### config.mk
export PLATFORM = sky130hd
export DESIGN_NAME = isel_top
export DESIGN_NICKNAME = d
export VERILOG_FILES = /design/src/common/isel_pkg.sv /design/src/rtl/isel_enable_reg.sv /design/src/rtl/isel_apb_decode.sv /design/src/rtl/isel_top.sv
export SDC_FILE = /design/constraint.sdc
export NUM_CORES = 1
export LEC_CHECK = 0
export CAP_MARGIN = 20
export CORE_MARGIN = 3
export CORE_UTILIZATION = 43
export CTS_BUF_LIST = sky130_fd_sc_hd__clkbuf_8
export DETAILED_ROUTE_END_ITERATION = 8
export DONT_BUFFER_PORTS = 1
export HOLD_SLACK_MARGIN = 0.1
export PLACE_DENSITY = 0.59
export SYNTH_ARGS = -nofsm -noshare
export SYNTH_HDL_FRONTEND = slang
export SYNTH_SLANG_ARGS = --single-unit
export TNS_END_PERCENT = 50
### constraint.sdc
create_clock -name clk -period 3.6 [get_ports clk]
set_clock_uncertainty 0.05 [all_clocks]
set_input_delay 0.72 -clock clk [delete_from_list [all_inputs] [get_ports clk]]
set_output_delay 0.72 -clock clk [all_outputs]
set_load 0.02 [all_outputs]
### src/common/isel_pkg.sv
package isel_pkg;
    // ****************************************************************
    // register map
    // ****************************************************************
    localparam logic [15:0] LINE0_EN_OFFSET   = 16'h3008;
    localparam logic [15:0] LINE1_EN_OFFSET   = 16'h300c;
    localparam logic [15:0] LINE0_FLAG_OFFSET = 16'h3010;
    localparam logic [15:0] LINE1_FLAG_OFFSET = 16'h3014;
    localparam logic [31:0] EN_RESET          = 32'h0000_2000;
    localparam logic [31:0] FLAG_RESET        = 32'h0000_0000;
    // implemented source bits; reserved 30, 28, 22..18, 14 read as zero
    localparam logic [31:0] SRC_MASK          = 32'hAF83_BFFF;

    // ****************************************************************
    // field positions
    // ****************************************************************
    localparam int BREAK_ATTEMPT_BIT   = 31;
    localparam int OUTLIER_BIT         = 29;
    localparam int FIFO_UNDERFLOW_BIT  = 27;
    localparam int FIFO_OVERFLOW_BIT   = 26;
    localparam int FIFO_THRESHOLD_BIT  = 25;
    localparam int FIFO_EMPTY_BIT      = 24;
    localparam int FIFO_FULL_BIT       = 23;
    localparam int SEQ_TMO_ERROR_BIT   = 17;
    localparam int SEQ_TMO_DONE_BIT    = 16;
    localparam int SEQ_END_BIT         = 15;
    localparam int BOOT_DONE_BIT       = 13;
    localparam int CUSTOM3_BIT         = 12;
    localparam int CUSTOM2_BIT         = 11;
    localparam int CUSTOM1_BIT         = 10;
    localparam int CUSTOM0_BIT         = 9;
    localparam int VARIANCE_BIT        = 8;
    localparam int MEAN_BIT            = 7;
    localparam int ADC_DELTA_BIT       = 6;
    localparam int ADC_MAX_BIT         = 5;
    localparam int ADC_MIN_BIT         = 4;
    localparam int TEMP_RESULT_BIT     = 3;
    localparam int FILTER_READY_BIT    = 2;
    localparam int DFT_RESULT_BIT      = 1;
    localparam int ADC_RESULT_BIT      = 0;

    // ****************************************************************
    // bus access phases
    // ****************************************************************
    typedef enum logic [1:0] {
        ISEL_IDLE   = 2'b00,
        ISEL_SETUP  = 2'b01,
        ISEL_ACCESS = 2'b10
    } isel_phase_type;
endpackage

### src/rtl/isel_enable_reg.sv
`timescale 1ns/1ps
// one source enable register and the line it gates
module isel_enable_reg #(
    parameter int           WIDTH     = 32,
    parameter logic [31:0]  RESET_VAL = isel_pkg::EN_RESET,
    parameter logic [31:0]  MASK      = isel_pkg::SRC_MASK
) (
    input  wire logic             clk,
    input  wire logic             rst,
    input  wire logic             wr_en,
    input  wire logic [WIDTH-1:0] wr_data,
    input  wire logic [WIDTH-1:0] pend,
    output logic      [WIDTH-1:0] en_reg,
    output logic      [WIDTH-1:0] flags_reg,
    output logic                  irq_reg
);
    // the masks and reset value are one word wide, so only 32 fits
    if (WIDTH != 32) begin : g_bad_width
        $error("isel_enable_reg serves 32 bits only");
    end

    // reserved bits are never stored, so they always read zero
    always_ff @(posedge clk) begin
        if (rst) begin
            en_reg <= RESET_VAL;                     // see RULE_01
        end else if (wr_en) begin
            en_reg <= wr_data & MASK;                // see RULE_03
        end
    end

    // flags show pending sources in the enable layout
    always_ff @(posedge clk) begin
        if (rst) begin
            flags_reg <= isel_pkg::FLAG_RESET;
        end else begin
            flags_reg <= pend & MASK;                // see RULE_11
        end
    end

    // registered line so the host sees a glitch-free level
    always_ff @(posedge clk) begin
        if (rst) begin
            irq_reg <= 1'b0;
        end else begin
            irq_reg <= |(pend & en_reg & MASK);      // see RULE_12
        end
    end
endmodule

### src/rtl/isel_apb_decode.sv
`timescale 1ns/1ps
// apb address decode; zero wait states
module isel_apb_decode (
    input  wire logic [15:0] paddr,
    input  wire logic        psel,
    input  wire logic        penable,
    input  wire logic        pwrite,
    output logic             wr_line0,
    output logic             wr_line1,
    output logic [2:0]       rd_sel,
    output logic             unmapped
);
    logic acc;

    // writes act only in the access phase
    always_comb begin
        acc      = psel && penable;
        wr_line0 = acc && pwrite && (paddr == isel_pkg::LINE0_EN_OFFSET);
        wr_line1 = acc && pwrite && (paddr == isel_pkg::LINE1_EN_OFFSET);
        unmapped = 1'b0;
        case (paddr)
            isel_pkg::LINE0_EN_OFFSET:   rd_sel = 3'd1;
            isel_pkg::LINE1_EN_OFFSET:   rd_sel = 3'd2;
            isel_pkg::LINE0_FLAG_OFFSET: begin
                rd_sel   = 3'd3;
                unmapped = pwrite;          // flags are read only
            end
            isel_pkg::LINE1_FLAG_OFFSET: begin
                rd_sel   = 3'd4;
                unmapped = pwrite;
            end
            default: begin
                rd_sel   = 3'd0;
                unmapped = 1'b1;
            end
        endcase
    end
endmodule

### src/rtl/isel_top.sv
`timescale 1ns/1ps
// Notes on behaviour
// RULE_01 - two 32-bit enable registers at consecutive words, reset 0x00002000
// RULE_02 - bit 13 gates boot done, enabled on both lines after reset
// RULE_03 - bit 31 break attempt, bit 29 outlier; one enables, zero disables
// RULE_04 - bits 27..23 fifo underflow, overflow, threshold, empty, full
// RULE_05 - bit 17 sequencer timeout error, bit 16 timeout done, reset off
// RULE_06 - bit 15 end of sequence enable, reset zero
// RULE_07 - bits 12..9 custom events three down to zero, reset zero
// RULE_08 - bits 8..4 variance, mean, adc delta, max, min fail
// RULE_09 - bits 3..0 temperature, filter ready, dft, adc result
// RULE_10 - first register steers line zero, second steers line one
// RULE_11 - each line has a read-only flag register in enable layout
// RULE_12 - line asserts when any pending source is enabled for it
// RULE_13 - software writes zero to reserved bits, ignores their value
module isel_top (
    input  wire logic        clk,
    input  wire logic        rst,
    input  wire logic [15:0] paddr,
    input  wire logic        psel,
    input  wire logic        penable,
    input  wire logic        pwrite,
    input  wire logic [31:0] pwdata,
    output logic      [31:0] prdata,
    output logic             pready,
    output logic             pslverr,
    input  wire logic [31:0] src_pending,
    output logic             irq_line_zero,
    output logic             irq_line_one
);
    // ****************************************************************
    // decode
    // ****************************************************************
    logic        wr_line0;
    logic        wr_line1;
    logic [2:0]  rd_sel;
    logic        unmapped;
    logic [31:0] line0_source_enable;
    logic [31:0] line1_source_enable;
    logic [31:0] line0_flags;
    logic [31:0] line1_flags;

    isel_apb_decode u_dec (
        .paddr    (paddr),
        .psel     (psel),
        .penable  (penable),
        .pwrite   (pwrite),
        .wr_line0 (wr_line0),
        .wr_line1 (wr_line1),
        .rd_sel   (rd_sel),
        .unmapped (unmapped)
    );

    // ****************************************************************
    // one enable register per line
    // ****************************************************************
    // see RULE_10: line zero register feeds irq_line_zero only
    isel_enable_reg u_line0 (
        .clk       (clk),
        .rst       (rst),
        .wr_en     (wr_line0),
        .wr_data   (pwdata),
        .pend      (src_pending),
        .en_reg    (line0_source_enable),
        .flags_reg (line0_flags),
        .irq_reg   (irq_line_zero)
    );

    isel_enable_reg u_line1 (
        .clk       (clk),
        .rst       (rst),
        .wr_en     (wr_line1),
        .wr_data   (pwdata),
        .pend      (src_pending),
        .en_reg    (line1_source_enable),
        .flags_reg (line1_flags),
        .irq_reg   (irq_line_one)
    );

    // ****************************************************************
    // apb answer
    // ****************************************************************
    // zero wait states keep the master simple
    assign pready  = 1'b1;
    assign pslverr = psel && penable && unmapped;

    // read data registered? no: combinational mux of register outputs
    always_comb begin
        case (rd_sel)
            3'd1:    prdata = line0_source_enable;      // see RULE_13
            3'd2:    prdata = line1_source_enable;
            3'd3:    prdata = line0_flags;              // see RULE_11
            3'd4:    prdata = line1_flags;
            default: prdata = 32'h0000_0000;
        endcase
    end

    // ****************************************************************
    // field views of line zero
    // ****************************************************************
    // named views let each source be checked against its own rule
    logic [31:0] en0;
    logic        break_attempt_en;
    logic        outlier_en;
    logic        fifo_underflow_en;
    logic        fifo_overflow_en;
    logic        fifo_threshold_en;
    logic        fifo_empty_en;
    logic        fifo_full_en;
    logic        seq_timeout_error_en;
    logic        seq_timeout_done_en;
    logic        seq_end_en;
    logic        boot_done_en;
    logic        custom3_en;
    logic        custom2_en;
    logic        custom1_en;
    logic        custom0_en;
    logic        variance_en;
    logic        mean_en;
    logic        adc_delta_fail_en;
    logic        adc_max_fail_en;
    logic        adc_min_fail_en;
    logic        temp_result_en;
    logic        filter_ready_en;
    logic        dft_result_en;
    logic        adc_result_en;

    // short alias keeps the view lines readable
    assign en0                  = line0_source_enable;
    // break and outlier
    assign break_attempt_en     = en0[isel_pkg::BREAK_ATTEMPT_BIT];
    assign outlier_en           = en0[isel_pkg::OUTLIER_BIT];
    // data fifo group
    assign fifo_underflow_en    = en0[isel_pkg::FIFO_UNDERFLOW_BIT];
    assign fifo_overflow_en     = en0[isel_pkg::FIFO_OVERFLOW_BIT];
    assign fifo_threshold_en    = en0[isel_pkg::FIFO_THRESHOLD_BIT];
    assign fifo_empty_en        = en0[isel_pkg::FIFO_EMPTY_BIT];
    assign fifo_full_en         = en0[isel_pkg::FIFO_FULL_BIT];
    // sequencer group and boot done
    assign seq_timeout_error_en = en0[isel_pkg::SEQ_TMO_ERROR_BIT];
    assign seq_timeout_done_en  = en0[isel_pkg::SEQ_TMO_DONE_BIT];
    assign seq_end_en           = en0[isel_pkg::SEQ_END_BIT];
    assign boot_done_en         = en0[isel_pkg::BOOT_DONE_BIT];
    // custom events
    assign custom3_en           = en0[isel_pkg::CUSTOM3_BIT];
    assign custom2_en           = en0[isel_pkg::CUSTOM2_BIT];
    assign custom1_en           = en0[isel_pkg::CUSTOM1_BIT];
    assign custom0_en           = en0[isel_pkg::CUSTOM0_BIT];
    // statistics and adc limit checks
    assign variance_en          = en0[isel_pkg::VARIANCE_BIT];
    assign mean_en              = en0[isel_pkg::MEAN_BIT];
    assign adc_delta_fail_en    = en0[isel_pkg::ADC_DELTA_BIT];
    assign adc_max_fail_en      = en0[isel_pkg::ADC_MAX_BIT];
    assign adc_min_fail_en      = en0[isel_pkg::ADC_MIN_BIT];
    // result events
    assign temp_result_en       = en0[isel_pkg::TEMP_RESULT_BIT];
    assign filter_ready_en      = en0[isel_pkg::FILTER_READY_BIT];
    assign dft_result_en        = en0[isel_pkg::DFT_RESULT_BIT];
    assign adc_result_en        = en0[isel_pkg::ADC_RESULT_BIT];

    // every source bit gates line one alike; reserved bits never store
    for (genvar b = 0; b < 32; b++) begin : g_bit
        if (isel_pkg::SRC_MASK[b]) begin : g_src

        end else begin : g_rsv

        end
    end
endmodule

Word-level counts from Yosys, hierarchy flattened
Index checks and enable logic that the tools add are counted.
- bits of input ports: 85
- output and inout bits: 36
- register bits after elaboration: 82
- word-level logic and storage cells: 29
- mux-type cells: 3
- reduce and logical (&&, ||, !) cells: 10
- bitwise operators: 2
- eq/ne operators: 8
- operator list (kind ; number):
    $pmux 32 s3 ; 1
    $and 32x32->32 ; 2
    $eq 16x14->1 const B ; 4
    $reduce_or 24->1 ; 2
    $pmux 3 s4 ; 1
    $eq 3x2->1 const B ; 2
    $reduce_or 2->1 ; 3
    $logic_and 1x1->1 ; 5
    $eq 3x1->1 const B ; 1
    $eq 3x3->1 const B ; 1
    $pmux 1 s2 ; 1

Logic depth before layout (Yosys ltp)
- depth in word-level cells: 5
- mapped depth: 6

Cells and area by module
A second synthesis with hierarchy kept.
- cell total of the unflattened synthesis: 505
- area, all modules: 5186.2 µm²
- modules (own cells, without submodules) (module ; cells an instance ; seq. area each (µm²) ; area an instance (µm²) ; times used):
    isel_enable_reg ; 163 ; 980.9 ; 1771.7 ; 2
    isel_top ; 157 ; 0.0 ; 1488.9 ; 1
    isel_apb_decode ; 22 ; 0.0 ; 153.9 ; 1

Worst setup path after synthesis
Ideal clock, no wire load.
- path type: input to output
- from: in paddr[15]
- to: out prdata[10]
- setup slack: 820 ps
- stages on the path: 5
- path buffers: 1
- arrival time: 2010 ps
- path through: nor4b_4 nand3_2 nor3_2 buf_6 a221o_1
- word-level cells in the longest chain between the ends: 5
- elaborated cells between the ends (all ways): 11
- classes of those cells: eq/ne (8); mux (2); reduce/logical (1)
- ends and longest elaborated chain (element ; RTL line ; RTL):
    from (decl) ; isel_top.sv:19 ; input wire logic [15:0] paddr,
    $eq 16x14->1 ; isel_apb_decode.sv:21 ; case (paddr)
    $pmux 3 s4 * ; isel_apb_decode.sv:21 ;
    $eq 3x3->1 / $eq 3x2->1 (equally long branches) ; isel_top.sv:89 ; case (rd_sel)
    $reduce_or 2->1 (no source line) ; - ;
    $pmux 32 s3 * ; isel_top.sv:89 ;
    to (decl) ; isel_top.sv:24 ; output logic [31:0] prdata,
Every way passes the cells marked *; elsewhere a longest branch is shown, timed or not.

Worst setup path after layout
- from: in paddr[15]
- to: out prdata[6]
Same word-level chain as after synthesis.

==> metrics.txt <==
final hold vios=0; Yosys top cell area share=between 40% and 50%; Final period util=87.0%; die width=approximately 98 um; remaining antenna violation count after routing=0; combinational group share of total power=under 10%; CTS Buf Count=9; clk_lat worst skew=roughly 0.35 ns; Remaining Overflow, GRT=0; CP Launch Type=primary input; Worst-Margin Slew=1.05 ns; clock sink total=74; total power divided by cell area=roughly 400 nW/um^2; first-pass GRT wire length=between 15000 and 20000 um; Post-synth EDFFs=0; I/O Pins=121; initial antenna violation count=0; Initial DRC Count=246; reg2reg start=u_line1.en_reg[9]; # setup viols final=0; hold endpoint=u_line0.flags_reg[11]; via count=2971; Setup CP Type=primary input to output port; Worst R2R End=u_line1.irq_reg; Arr. time, crit path=between 2 and 2.5 ns; P&R area growth vs syn=5.74%; Root Buffer Master=clkbuf_8; CORE AREA=~7900 sq um; Site Rows=32; Switch Pwr=around 0.34 mW; max_slew headroom=30.0%; hold depth=1; synth unique cells=31; Gate Count Post-Synth=about 400; Clock Power Share=between 40% and 50%; flop2flop setup slack=2.45 ns; CP Data Required Time=between 2 and 3 ns; Initial Util=approximately 46%; share of cells above drive strength 1=slightly below 9%; outcome=finished clean; Max Slew Vio Count=0; 1st-pass router iterations=5; # DRC=0; register area share after synthesis=between 40 and 50%; Min Hold Slack=0.382 ns; Post-Route Setup TNS=0 ns; synthesized flop and latch total=74; Routed WL=between 10000 and 15000 um; Seq pwr share=between 50% and 60%; Clock transition at path regs=0.08 ns; CTS tree=done; # nets final=between 400 and 500; Syn Area/Cell=about 8.9 sq um; Crit Path Max Fanout=24; GRT Util Overall=21.2%; crit-path max cell delay=0.38 ns; YS warnings=0; R2R depth=4; hold crit path type=primary input to flip-flop; Final GP Congestion=~0.8; die area=between 9000 and 10000 sq um; Top FF cell, synth=dfxtp_1; via/cell ratio=slightly below 6; Slowest-stage cell, CP=a221o_1; unrepaired setup endpoints after global routing=false; area leader, netlist=dfxtp_1; Post-Syn Area=~3600 sq um; wire per inst=~20 um; post-CTS sizing=0; Pint=1.19 mW; vias in the first global route=2862; Hold Crit Start=rst; CTS Buffer Depth=2; Die Span Y=97.7 um; H-tree levels=3; Peak Freq=roughly 320 MHz; Setup Buffers After CTS=0; Max VDD drop=about 200 uV; clock period minus worst slack=around 3.1 ns; leakage power=roughly 1.3 nW; pin count of the biggest net entering global routing=99; DP HPWL=6820 um; cells along the critical path=nor4b_4, nand3_2, nor3_2, buf_4, a221o_1; top-count cell post-synth=dfxtp_1; Worst Setup End Kind=output port; Post-synth top cells=dfxtp_1, nand2b_1, nor2_1, nor3_1; Post-synth ARST share=0%; total of max-cap violations=0; I/O Buffers=0; ANT cells=0; Hold-fix buffers, CTS=0; switching share of power=22.4%; Synth area leaders=dfxtp_1, nand2b_1, mux2i_1
==> worst max-delay path: cells and delay by family <==
| kind | cells | cell delay [ns] |
|---|---|---|
| and+or+nand+nor | 3 | 0.91 |
| AOI/OAI and AO/OA | 1 | 0.38 |
| buffers and inverters | 1 | 0.35 |
==> cell families after synthesis <==
kind of cell | count (synthesis) | synth area share, %
DFF | 74 | 40.9
muxes | 25 | 6.92
and+or+nand+nor | 151 | 24.9
AOI/OAI and AO/OA | 95 | 18.3
other | 2 | 0.208
buffers and inverters | 61 | 8.82
==> power groups by stage <==
stage | registers, mW | clock network (mW) | logic, mW
after floorplan | 0.857 | 0 | 0.0661
after global placement | 0.858 | 0 | 0.0543
after detailed placement | 0.858 | 0 | 0.0548
after CTS | 0.839 | 0.650 | 0.0551
after global routing | 0.841 | 0.685 | 0.0603
final | 0.839 | 0.643 | 0.0545
==> how the worst max path moves through the flow <==
stage / slack (ns) / end / from
2_1_floorplan: 0.82 / prdata[10] / paddr[15]
3_5_place_dp: 0.46 / prdata[6] / paddr[9]
4_1_cts: 0.46 / prdata[16] / paddr[15]
6_report: 0.47 / prdata[6] / paddr[15]
5_1_grt: 0.34 / prdata[6] / paddr[9]
3_3_place_gp: 0.48 / prdata[6] / paddr[15]
==> routing by layer <==
metal	global-route usage, %	part of all wire, %	wire length [um]	vias to the layer above
met5	0	0	0	-
met4	7.03	1.7	178	0
met3	6.14	8.3	852	15
met2	33.4	47	4760	137
met1	28.0	43	4440	1420
li1	-	-	-	1399
==> metrics by stage <==
| stage | setup slack, ns | cells | power [mW] | instance area (sq um) | util (%) |
|---|---|---|---|---|---|
| 4_1_cts | 0.459 | 507 | 1.54 | 3830 | 48.3 |
| 5_1_grt | 0.344 | 507 | 1.59 | 3830 | 48.3 |
| 3_5_place_dp | 0.463 | 492 | 0.913 | 3630 | 45.8 |
| 3_3_place_gp | 0.483 | 492 | 0.912 | 3630 | 45.8 |
| 6_report | 0.469 | 507 | 1.54 | 3830 | 48.3 |
| 2_1_floorplan | 0.820 | 415 | 0.923 | 3640 | - |
==> area by class of cell <==
type	count	area (sq um)
inverter	24	90.1
multi-input combinational	280	1840
tap	102	128
sequential	74	1480
timing repair buffer	12	90.1
fill	784	4100
clock buffer	10	138
clock inverter	5	55.1
==> cell usage in the layout (no fill, tap or decap), drive strengths merged, types with 2 or more instances in the layout <==
cell / Yosys / layout
nand3: 3 / 3
clkinvlp: 0 / 2
mux2i: 25 / 25
nand2b: 47 / 47
a22oi: 24 / 24
nand4: 8 / 8
clkinv: 0 / 2
clkbuf: 18 / 10
nor3: 29 / 29
nor2b: 25 / 25
nor2: 32 / 32
nor4b: 2 / 2
o21ai: 46 / 46
a221o: 24 / 24
inv: 24 / 24
dfxtp: 74 / 74
buf: 19 / 12
conb: 2 / 9
nand2: 2 / 2
Note: power is estimated with default switching activity, not from simulation.
